==> src/rtl/dwdt_defs.vh <==
// Register map, field positions, reset values and keys of the dual watchdog block
`ifndef DWDT_DEFS_VH
`define DWDT_DEFS_VH

// Byte offsets on the register bus
`define DWDT_OFS_WD1_MODE 5'h00
`define DWDT_OFS_WD1_PERIOD 5'h04
`define DWDT_OFS_WD1_IRQ_CTRL 5'h08
`define DWDT_OFS_WD2_MODE 5'h0C
`define DWDT_OFS_WD2_KEY 5'h10
`define DWDT_OFS_STATUS 5'h14

// watchdog1_mode fields
`define DWDT_WD1_RUN_BIT 7
`define DWDT_WD1_SEL_BIT 4
`define DWDT_WD1_ACT_BIT 3
`define DWDT_WD1_MODE_RST 2'h0

// wd1_period_select field
`define DWDT_WD1_PERIOD_MSB 2
`define DWDT_WD1_PERIOD_RST 3'h0
`define DWDT_WD1_SHIFT_BASE 5'h0D
`define DWDT_WD1_SHIFT_TOP 5'h15

// wd1_irq_control fields
`define DWDT_IC_FLAG_BIT 7
`define DWDT_IC_MASK_BIT 6
`define DWDT_IC_PRIO_MSB 2
`define DWDT_IC_MASK_RST 1'h1
`define DWDT_IC_PRIO_RST 3'h7

// watchdog2_mode fields
`define DWDT_WD2_MODE_RST 7'h67
`define DWDT_WD2_ACT_HI_BIT 6
`define DWDT_WD2_ACT_LO_BIT 5
`define DWDT_WD2_STOP_BIT 4
`define DWDT_WD2_SUB_BIT 3
`define DWDT_WD2_MAIN_BASE 5'h12
`define DWDT_WD2_SUB_BASE 5'h09

// watchdog2_refresh_key
`define DWDT_WD2_KEY_RST 8'h9A
`define DWDT_WD2_KEY_CLEAR 8'hAC

// Counter widths
`define DWDT_WD1_CW 22
`define DWDT_WD2_CW 26

`endif

==> src/rtl/dwdt_counter.v <==
// Free-running period counter with clear, enable and one-cycle overflow pulse
`timescale 1ns/1ns
`default_nettype none

module dwdt_counter #(
    parameter WIDTH = 22
) (
    input wire i_clock,
    input wire i_sys_rst,
    input wire i_clear,
    input wire i_enable,
    input wire [WIDTH-1:0] i_limit,
    output reg [WIDTH-1:0] o_count,
    output reg o_overflow
);

    always @(posedge i_clock or posedge i_sys_rst)
    begin
        if (i_sys_rst)
        begin
            o_count <= {WIDTH{1'b0}};
            o_overflow <= 1'b0;
        end
        else
        begin
            o_overflow <= 1'b0;
            if (i_clear)
            begin
                o_count <= {WIDTH{1'b0}};
            end
            else if (i_enable)
            begin
                // >= so a shortened period still wraps at once
                if (o_count >= i_limit)
                begin
                    o_count <= {WIDTH{1'b0}};
                    o_overflow <= 1'b1;
                end
                else
                begin
                    o_count <= o_count + {{(WIDTH-1){1'b0}}, 1'b1};
                end
            end
        end
    end

endmodule

`default_nettype wire

==> src/rtl/dwdt_top.v <==
// Dual program-loop watchdog timers with an Avalon-MM register slave
//
// Overview of operation
// - Run write clears counter, starts counting
// - Mode 01 overflow raises maskable interval interrupt
// - Mode 10 overflow raises timer one NMI
// - Mode 11 overflow starts timer one reset
// - Select bit set locks mode bits until reset
// - Three-bit field picks timer one period
// - Timer one halts in stop, idle; runs halt
// - Subclock CPU freezes timer one, holding count
// - Interval interrupt obeys mask and priority flags
// - Timer two runs after reset, mode 67H
// - Timer two mode takes one byte write
// - Written running timer two cannot be stopped
// - Five-bit field picks timer two period, source
// - Key ACH clears timer two, restarts count
// - Key register byte access, resets to 9AH
// - Timer two overflow gives reset or NMI
// - Main-clocked timer two stops in idle, stop
// - Timer two runs in halt, subclock standby
//
// Added by the designer: the register addresses and register access over Avalon-MM.
`timescale 1ns/1ns
`default_nettype none
`include "dwdt_defs.vh"

module dwdt_top (
    input wire i_clock,
    input wire i_sys_rst,
    input wire [4:0] i_avs_address,
    input wire i_avs_read,
    input wire i_avs_write,
    input wire [31:0] i_avs_writedata,
    input wire [3:0] i_avs_byteenable,
    output reg [31:0] o_avs_readdata,
    output wire o_avs_waitrequest,
    input wire i_idle_mode,
    input wire i_stop_mode,
    input wire i_cpu_subclock,
    input wire i_subclock_tick,
    output wire o_wd1_interval_irq,
    output wire [2:0] o_wd1_irq_priority,
    output reg o_wd1_nmi_request,
    output reg o_wd1_system_reset,
    output reg o_wd2_nmi_request,
    output reg o_wd2_system_reset
);

    // Bus handshake: one wait state per access
    reg bus_ack;
    wire bus_req;
    wire wr_go;
    wire wr_byte;
    wire [7:0] wr_data;

    // Timer one state
    reg wd1_run_clear_bit;
    reg wd1_watchdog_select;
    reg wd1_overflow_action;
    reg wd1_lock;
    reg [2:0] wd1_period_select;
    reg wd1_irq_flag;
    reg wd1_irq_mask;
    reg [2:0] wd1_irq_priority;

    // Timer two state
    reg wd2_written;
    reg [6:0] watchdog2_mode;
    reg [7:0] watchdog2_refresh_key;

    // Counter hookup
    wire wd1_clear;
    wire wd1_enable;
    wire [4:0] wd1_shift;
    wire [21:0] wd1_limit;
    wire wd1_overflow;
    wire wd2_clear;
    wire wd2_enable;
    wire wd2_running;
    wire [4:0] wd2_shift;
    wire [25:0] wd2_limit;
    wire wd2_overflow;
    wire [4:0] wd2_period_select;

    // Decoded writes
    wire wr_mode1;
    wire wr_period1;
    wire wr_ic;
    wire wr_mode2;
    wire wr_key;
    reg [7:0] next_readdata;

    assign bus_req = i_avs_read | i_avs_write;
    assign o_avs_waitrequest = bus_req & ~bus_ack;
    assign wr_go = i_avs_write & bus_ack;
    assign wr_byte = wr_go & i_avs_byteenable[0];
    assign wr_data = i_avs_writedata[7:0];

    assign wr_mode1 = wr_byte & (i_avs_address == `DWDT_OFS_WD1_MODE);
    assign wr_period1 = wr_byte & (i_avs_address == `DWDT_OFS_WD1_PERIOD);
    assign wr_ic = wr_byte & (i_avs_address == `DWDT_OFS_WD1_IRQ_CTRL);
    assign wr_mode2 = wr_byte & (i_avs_address == `DWDT_OFS_WD2_MODE);
    assign wr_key = wr_byte & (i_avs_address == `DWDT_OFS_WD2_KEY);

    always @(posedge i_clock or posedge i_sys_rst)
    begin
        if (i_sys_rst)
        begin
            bus_ack <= 1'b0;
        end
        else
        begin
            bus_ack <= bus_req & ~bus_ack;
        end
    end

    // ---------------- Timer one ----------------

    assign wd1_clear = wr_mode1 & wr_data[`DWDT_WD1_RUN_BIT];
    // Stop, idle and a subclock-driven CPU freeze the count in place
    assign wd1_enable = wd1_run_clear_bit & ~i_idle_mode & ~i_stop_mode
        & ~i_cpu_subclock;

    // Code 7 jumps to the longest period rather than continuing the series
    assign wd1_shift = (wd1_period_select == 3'h7) ? `DWDT_WD1_SHIFT_TOP
        : (`DWDT_WD1_SHIFT_BASE + {2'h0, wd1_period_select});
    assign wd1_limit = (22'h000001 << wd1_shift) - 22'h000001;

    dwdt_counter #(
        .WIDTH(`DWDT_WD1_CW)
    ) u_wd1_counter (
        .i_clock(i_clock),
        .i_sys_rst(i_sys_rst),
        .i_clear(wd1_clear),
        .i_enable(wd1_enable),
        .i_limit(wd1_limit),
        // The count stays internal; software only sees what its wrap does
        .o_count(),
        .o_overflow(wd1_overflow)
    );

    always @(posedge i_clock or posedge i_sys_rst)
    begin
        if (i_sys_rst)
        begin
            wd1_run_clear_bit <= 1'b0;
            wd1_watchdog_select <= 1'b0;
            wd1_overflow_action <= 1'b0;
            wd1_lock <= 1'b0;
            wd1_period_select <= `DWDT_WD1_PERIOD_RST;
        end
        else
        begin
            if (wd1_clear)
            begin
                // A zero in the run bit is ignored, so no write can stop the count
                wd1_run_clear_bit <= 1'b1;
            end
            if (wr_mode1 & ~wd1_lock)
            begin
                wd1_watchdog_select <= wr_data[`DWDT_WD1_SEL_BIT];
                wd1_overflow_action <= wr_data[`DWDT_WD1_ACT_BIT];
                wd1_lock <= wr_data[`DWDT_WD1_SEL_BIT];
            end
            if (wr_period1)
            begin
                wd1_period_select <= wr_data[`DWDT_WD1_PERIOD_MSB:0];
            end
        end
    end

    // Overflow actions, one-cycle pulses one clock after the wrap
    always @(posedge i_clock or posedge i_sys_rst)
    begin
        if (i_sys_rst)
        begin
            o_wd1_nmi_request <= 1'b0;
            o_wd1_system_reset <= 1'b0;
        end
        else
        begin
            o_wd1_nmi_request <= wd1_overflow & wd1_watchdog_select
                & ~wd1_overflow_action;
            o_wd1_system_reset <= wd1_overflow & wd1_watchdog_select
                & wd1_overflow_action;
        end
    end

    // Interrupt control: request flag, mask and priority
    always @(posedge i_clock or posedge i_sys_rst)
    begin
        if (i_sys_rst)
        begin
            wd1_irq_flag <= 1'b0;
            wd1_irq_mask <= `DWDT_IC_MASK_RST;
            wd1_irq_priority <= `DWDT_IC_PRIO_RST;
        end
        else
        begin
            if (wr_ic)
            begin
                wd1_irq_mask <= wr_data[`DWDT_IC_MASK_BIT];
                wd1_irq_priority <= wr_data[`DWDT_IC_PRIO_MSB:0];
            end
            // A wrap in the same cycle as a software clear keeps the flag set
            if (wd1_overflow & ~wd1_watchdog_select)
            begin
                wd1_irq_flag <= 1'b1;
            end
            else if (wr_ic)
            begin
                wd1_irq_flag <= wr_data[`DWDT_IC_FLAG_BIT];
            end
        end
    end

    // The request is the flag gated by the mask; its rank comes from the priority field
    assign o_wd1_interval_irq = wd1_irq_flag & ~wd1_irq_mask;
    assign o_wd1_irq_priority = wd1_irq_priority;

    // ---------------- Timer two ----------------

    assign wd2_period_select = watchdog2_mode[4:0];
    // The first mode write reloads the counter so the new period starts from zero
    assign wd2_clear = wr_mode2 & ~wd2_written
        | wr_key & (wr_data == `DWDT_WD2_KEY_CLEAR);
    assign wd2_running = ~wd2_period_select[`DWDT_WD2_STOP_BIT];
    assign wd2_enable = wd2_running
        & (wd2_period_select[`DWDT_WD2_SUB_BIT] ? i_subclock_tick
        : (~i_idle_mode & ~i_stop_mode));

    assign wd2_shift = wd2_period_select[`DWDT_WD2_SUB_BIT]
        ? (`DWDT_WD2_SUB_BASE + {2'h0, wd2_period_select[2:0]})
        : (`DWDT_WD2_MAIN_BASE + {2'h0, wd2_period_select[2:0]});
    assign wd2_limit = (26'h0000001 << wd2_shift) - 26'h0000001;

    dwdt_counter #(
        .WIDTH(`DWDT_WD2_CW)
    ) u_wd2_counter (
        .i_clock(i_clock),
        .i_sys_rst(i_sys_rst),
        .i_clear(wd2_clear),
        .i_enable(wd2_enable),
        .i_limit(wd2_limit),
        // The count stays internal; software only sees what its wrap does
        .o_count(),
        .o_overflow(wd2_overflow)
    );

    always @(posedge i_clock or posedge i_sys_rst)
    begin
        if (i_sys_rst)
        begin
            wd2_written <= 1'b0;
            watchdog2_mode <= `DWDT_WD2_MODE_RST;
            watchdog2_refresh_key <= `DWDT_WD2_KEY_RST;
        end
        else
        begin
            // Later writes are dropped, which also keeps a running timer running
            if (wr_mode2 & ~wd2_written)
            begin
                wd2_written <= 1'b1;
                watchdog2_mode <= wr_data[6:0];
            end
            if (wr_key)
            begin
                watchdog2_refresh_key <= wr_data;
            end
        end
    end

    always @(posedge i_clock or posedge i_sys_rst)
    begin
        if (i_sys_rst)
        begin
            o_wd2_nmi_request <= 1'b0;
            o_wd2_system_reset <= 1'b0;
        end
        else
        begin
            o_wd2_nmi_request <= wd2_overflow
                & ~watchdog2_mode[`DWDT_WD2_ACT_HI_BIT];
            o_wd2_system_reset <= wd2_overflow
                & watchdog2_mode[`DWDT_WD2_ACT_HI_BIT];
        end
    end

    // ---------------- Register read ----------------

    always @*
    begin
        next_readdata = 8'h00;
        if (i_avs_address == `DWDT_OFS_WD1_MODE)
        begin
            next_readdata = {wd1_run_clear_bit, 2'h0, wd1_watchdog_select,
                wd1_overflow_action, 3'h0};
        end
        else if (i_avs_address == `DWDT_OFS_WD1_PERIOD)
        begin
            next_readdata = {5'h00, wd1_period_select};
        end
        else if (i_avs_address == `DWDT_OFS_WD1_IRQ_CTRL)
        begin
            next_readdata = {wd1_irq_flag, wd1_irq_mask, 3'h0, wd1_irq_priority};
        end
        else if (i_avs_address == `DWDT_OFS_WD2_MODE)
        begin
            next_readdata = {1'b0, watchdog2_mode};
        end
        else if (i_avs_address == `DWDT_OFS_WD2_KEY)
        begin
            next_readdata = watchdog2_refresh_key;
        end
        else if (i_avs_address == `DWDT_OFS_STATUS)
        begin
            next_readdata = {4'h0, wd2_running, wd2_written, wd1_lock,
                wd1_run_clear_bit};
        end
    end

    // Read data is latched in the wait cycle and stands when waitrequest drops
    always @(posedge i_clock or posedge i_sys_rst)
    begin
        if (i_sys_rst)
        begin
            o_avs_readdata <= 32'h00000000;
        end
        else if (i_avs_read & ~bus_ack)
        begin
            o_avs_readdata <= {24'h000000, next_readdata};
        end
    end

endmodule

`default_nettype wire

==> config.mk <==
export PLATFORM = sky130hd
export DESIGN_NAME = dwdt_top
export DESIGN_NICKNAME = d
export VERILOG_FILES = /design/src/rtl/dwdt_counter.v /design/src/rtl/dwdt_top.v
export VERILOG_INCLUDE_DIRS = /design/src /design/src/rtl
export SDC_FILE = /design/constraint.sdc
export NUM_CORES = 1
export LEC_CHECK = 0
export BUFFER_PORTS_ARGS = -buffer_cell sky130_fd_sc_hd__buf_4
export CORE_ASPECT_RATIO = 0.8
export CORE_UTILIZATION = 35
export CTS_CLUSTER_SIZE = 10
export DETAILED_ROUTE_END_ITERATION = 10
export GPL_ROUTABILITY_DRIVEN = 0
export PLACE_DENSITY = 0.52
export SLEW_MARGIN = 20
export SYNTH_ARGS = -nofsm -noshare
export SYNTH_HDL_FRONTEND = slang
export SYNTH_HIERARCHICAL = 1
export SYNTH_SLANG_ARGS = --single-unit
==> constraint.sdc <==
create_clock -name i_clock -period 4.85 [get_ports i_clock]
set_input_delay 0.485 -clock i_clock [delete_from_list [all_inputs] [get_ports i_clock]]
set_output_delay 0.485 -clock i_clock [all_outputs]
set_load 0.005 [all_outputs]
==> impl_metrics.py <==
metrics = {
    "setup_path": {
        "path_class": "register to register",
        "rrSetupSlack_ns": 0.35,
        "timing.critical_path.from_type": "register",
        "critPathCaptureType": "register",
        "timing.critical_path.required_ns": 5.10,
        "critical_path_peak_fanout": 8,
        "worstPathArrival_ns": 4.75,
    },
    "clock_tree": {
        "tritoncts_buffers": 9,
        "clock_path_buffers": 2,
        "cts_tree": "done",
        "cts_num_sinks": 90,
        "clk_pin_slew_ns": 0.08,
        "total_number_of_h_tree_levels": 3,
        "root_buffer": "sky130_fd_sc_hd__clkbuf_16",
        "clkLatencyLatePin_ns": 0.36,
    },
    "timing": {
        "final_cycle_share_pct": 92.8,
        "fmaxAchievable_mhz": 222,
        "worst_slew_pin_tran_ns": 0.894,
        "setup_viol_count_final": 0,
        "setup_slack_ns": 0.351,
        "worst_clock_skew_ns": 0.0154,
        "worst_hold_slack_after_final_layout_ns": 0.239,
        "relSlewSlack_pct": 40.0,
        "timing.final.crit_period_ns": 4.50,
        "grt_setup_unrepaired": "false",
        "timing_max_transition_violations_final": 0,
        "hold_violations": 0,
        "total_negative_setup_slacks_ns": 0,
    },
    "drt": {
        "drc_errors": 0,
        "detail_route.wl_per_cell_um": 15.5,
        "drt.antenna.violating_nets": 0,
        "detailedRoute.firstPassIterationCount": 7,
        "num_vias": 6884,
        "drt_wl_total_um": 19900,
        "avgViaCountPerCell": 5.35,
        "iter_0_drt_violations": 455,
    },
    "final_layout": {
        "layout.nets": 1091,
        "final-instance-count-excl-fill": 1287,
        "finish.utilization_pct": 40.4,
        "final.fill_count": 2248,
        "area_delta_synth_final_pct": 12.5,
        "drive_gt1_share_pct": 17.8,
        "antennaDiodeCount": 0,
    },
    "placement": {
        "dp_worst_setup_slack_ns": 0.200,
        "io_buffers": 38,
        "dp_cells": 1269,
        "place_hpwl_um": 14900,
    },
    "logic_synthesis": {
        "synthDominantAreaCellType": "sky130_fd_sc_hd__dfrtp_1",
        "synth_area_um2": 7810,
        "syn_area_per_cell_um2": 8.29,
        "ys_async_sr_fraction_pct": 100,
        "unique_masters_post_synth": 95,
        "post_synth_main_area_contributors": "sky130_fd_sc_hd__dfrtp_1, sky130_fd_sc_hd__ha_1, sky130_fd_sc_hd__dfstp_2",
        "seq_area_frac_synth_pct": 29.1,
        "share_of_the_synthesized_area_in_the_top_cell_type_pct": 24.7,
        "yosys_warnings": 6,
        "postSynthRegisterBits": 90,
        "post_synth_inst_count": 942,
        "synth_top_flop_cell": "sky130_fd_sc_hd__dfrtp_1",
        "synth_edf_count": 0,
    },
    "job": {
        "max_cap_violations": 0,
    },
    "status": {
        "outcome": "finished, final reports clean",
    },
    "power_and_ir_drop": {
        "power_per_cell_area_nw_per_um2": 323,
        "vdd_ir_drop_max_mv": 0.142,
        "total_leakage_power_uw": 0.00399,
    },
    "hold_path": {
        "worstHoldPathType": "primary input to async pin",
    },
    "floorplanning": {
        "start_util_pct": 35.9,
        "core_um2": 21700,
        "rows": 48,
        "chipHeight_um": 136,
        "die_w_um": 169,
        "io-pin-count": 90,
        "floorplan.die_area_um2": 22900,
    },
    "global_route": {
        "grt_pass1_wl_um": 33000,
        "largest_net_degree_at_the_start_of_global_routing": 41,
        "gr-usage-all-layers_pct": 18.0,
        "grt_overflow": 0,
        "first_global_vias": 6310,
        "antenna_found_initial": 0,
    },
}
==> where the power goes <==
part	total [µW]	internal (µW)	switching [µW]
Combinational	1080	450	631
Clock	731	369	362
Sequential	1020	873	151
==> cells in the final DEF, fill, tap and decap left out, types with 4 or more instances in the layout <==
cell,n
sky130_fd_sc_hd__conb_1,25
sky130_fd_sc_hd__nor2_1,68
sky130_fd_sc_hd__xnor2_1,5
sky130_fd_sc_hd__mux2i_1,16
sky130_fd_sc_hd__a31oi_1,27
sky130_fd_sc_hd__nor2b_1,18
sky130_fd_sc_hd__nand2b_1,25
sky130_fd_sc_hd__nand4b_1,6
sky130_fd_sc_hd__and3_1,21
sky130_fd_sc_hd__nand2_1,81
sky130_fd_sc_hd__nor3b_1,6
sky130_fd_sc_hd__o31ai_1,8
sky130_fd_sc_hd__o22ai_1,12
sky130_fd_sc_hd__xor2_1,7
sky130_fd_sc_hd__mux2_2,24
sky130_fd_sc_hd__and2_1,8
sky130_fd_sc_hd__a211oi_1,8
sky130_fd_sc_hd__buf_4,72
sky130_fd_sc_hd__a211oi_2,4
sky130_fd_sc_hd__nor3_1,18
sky130_fd_sc_hd__o211ai_1,5
sky130_fd_sc_hd__a21o_1,5
sky130_fd_sc_hd__nand4_1,23
sky130_fd_sc_hd__inv_1,84
sky130_fd_sc_hd__dfstp_2,13
sky130_fd_sc_hd__o21ai_1,8
sky130_fd_sc_hd__clkbuf_16,9
sky130_fd_sc_hd__nand3_1,45
sky130_fd_sc_hd__or2_2,4
sky130_fd_sc_hd__a21oi_1,54
sky130_fd_sc_hd__or3_1,4
sky130_fd_sc_hd__ha_1,58
sky130_fd_sc_hd__dfrtp_1,77
sky130_fd_sc_hd__nand3b_1,5
sky130_fd_sc_hd__o21ai_0,33
==> per-stage QoR <==
stage / total power, µW / instance area [µm²]
floorplan: 1810 / 7890
global placement: 2090 / 8420
detailed placement: 2100 / 8420
CTS: 2860 / 8730
global route: 3060 / 8780
finish: 2840 / 8780
==> sequential cells by signal, summed over array words and instances, names as in the netlist, 3 cells and up <==
signal	cells
wd1_period_select	3
u_wd1_counter/o_count	22
watchdog2_refresh_key	8
watchdog2_mode	7
o_wd1_irq_priority	3
u_wd2_counter/o_count	26
o_avs_readdata	8
==> logic make-up after synthesis <==
logic type,after synthesis,synth area share (%)
flip-flops,90,29.1
adder cells (fa/ha/maj),60,9.62
other,2,0.0962
AND/OR/NAND/NOR,370,26.2
buffers and inverters,156,9.44
XOR/XNOR,12,1.35
multiplexers,41,5.66
AO/OA/AOI/OAI,211,18.6
==> timing repair <==
item | in CTS | in global routing
buffers inserted | 0 | 2
gates resized for setup | 0 | 7
hold buffers | 0 | 0
endpoints found under the setup margin | 0 | 31
==> critical path, stage by stage, from the launching register on <==
cell and delay, ns:
sky130_fd_sc_hd__dfrtp_1 0.51, sky130_fd_sc_hd__inv_1 0.10, sky130_fd_sc_hd__ha_1 0.31, sky130_fd_sc_hd__nand2_1 0.14, sky130_fd_sc_hd__or3b_2 0.50, sky130_fd_sc_hd__ha_1 0.30
sky130_fd_sc_hd__or4_1 0.52, sky130_fd_sc_hd__a21oi_1 0.15, sky130_fd_sc_hd__a21o_1 0.11, sky130_fd_sc_hd__inv_1 0.04, sky130_fd_sc_hd__ha_1 0.29, sky130_fd_sc_hd__and3_1 0.20
sky130_fd_sc_hd__a221oi_1 0.29, sky130_fd_sc_hd__nor2b_1 0.11, sky130_fd_sc_hd__a211oi_2 0.15, sky130_fd_sc_hd__buf_4 0.16, sky130_fd_sc_hd__nand3_4 0.13, sky130_fd_sc_hd__o41ai_2 0.37
==> final timing paths <==
check                                                         to                        startpoint  cells after the start
max in group asynchronous  u_wd1_counter/o_count[12]$_DFFE_PP0P_                         i_sys_rst                      2
setup / recovery           u_wd1_counter/o_count[11]$_DFFE_PP0P_  wd1_period_select[2]$_DFFE_PP0P_                     17
hold reg to reg                                bus_ack$_DFF_PP0_                 bus_ack$_DFF_PP0_                      1
setup reg to reg           u_wd1_counter/o_count[11]$_DFFE_PP0P_  wd1_period_select[2]$_DFFE_PP0P_                     17
min in group i_clock               watchdog2_mode[5]$_DFFE_PP1P_                i_avs_writedata[5]                      2
hold / removal             u_wd2_counter/o_count[16]$_DFFE_PP0P_                         i_sys_rst                      3
==> layout make-up <==
type | count | area [µm²] | area share, %
clock inverters | 7 | 86.3 | 0.983
inverters | 88 | 330 | 3.76
clock buffers | 9 | 225 | 2.56
well taps | 300 | 375 | 4.27
multi-input cells | 719 | 4930 | 56.2
repair buffers | 74 | 563 | 6.41
flip-flops and latches | 90 | 2270 | 25.8
==> cell usage after synthesis (all sizes together) (13+ instances only) <==
cell type and instances:
mux2 25, and3 23, dfrtp 77, inv 88, nand3 46, buf 50
nor2b 19, nor3 24, a21oi 54, nand4 24, mux2i 16, nand2 82
o21ai 43, a31oi 28, nor2 69, clkbuf 18, dfstp 13, ha 60
nand2b 26
==> routing by layer <==
layer,vias up,global-route usage [%],routed length (µm),part of all wire (%)
met5,-,0,0,0
met4,0,5.06,249,1.3
met3,15,2.83,778,3.9
met2,157,26.4,8260,42
met1,3295,27.1,10600,53
li1,3417,-,-,-
(Power assumes the default switching activity.)
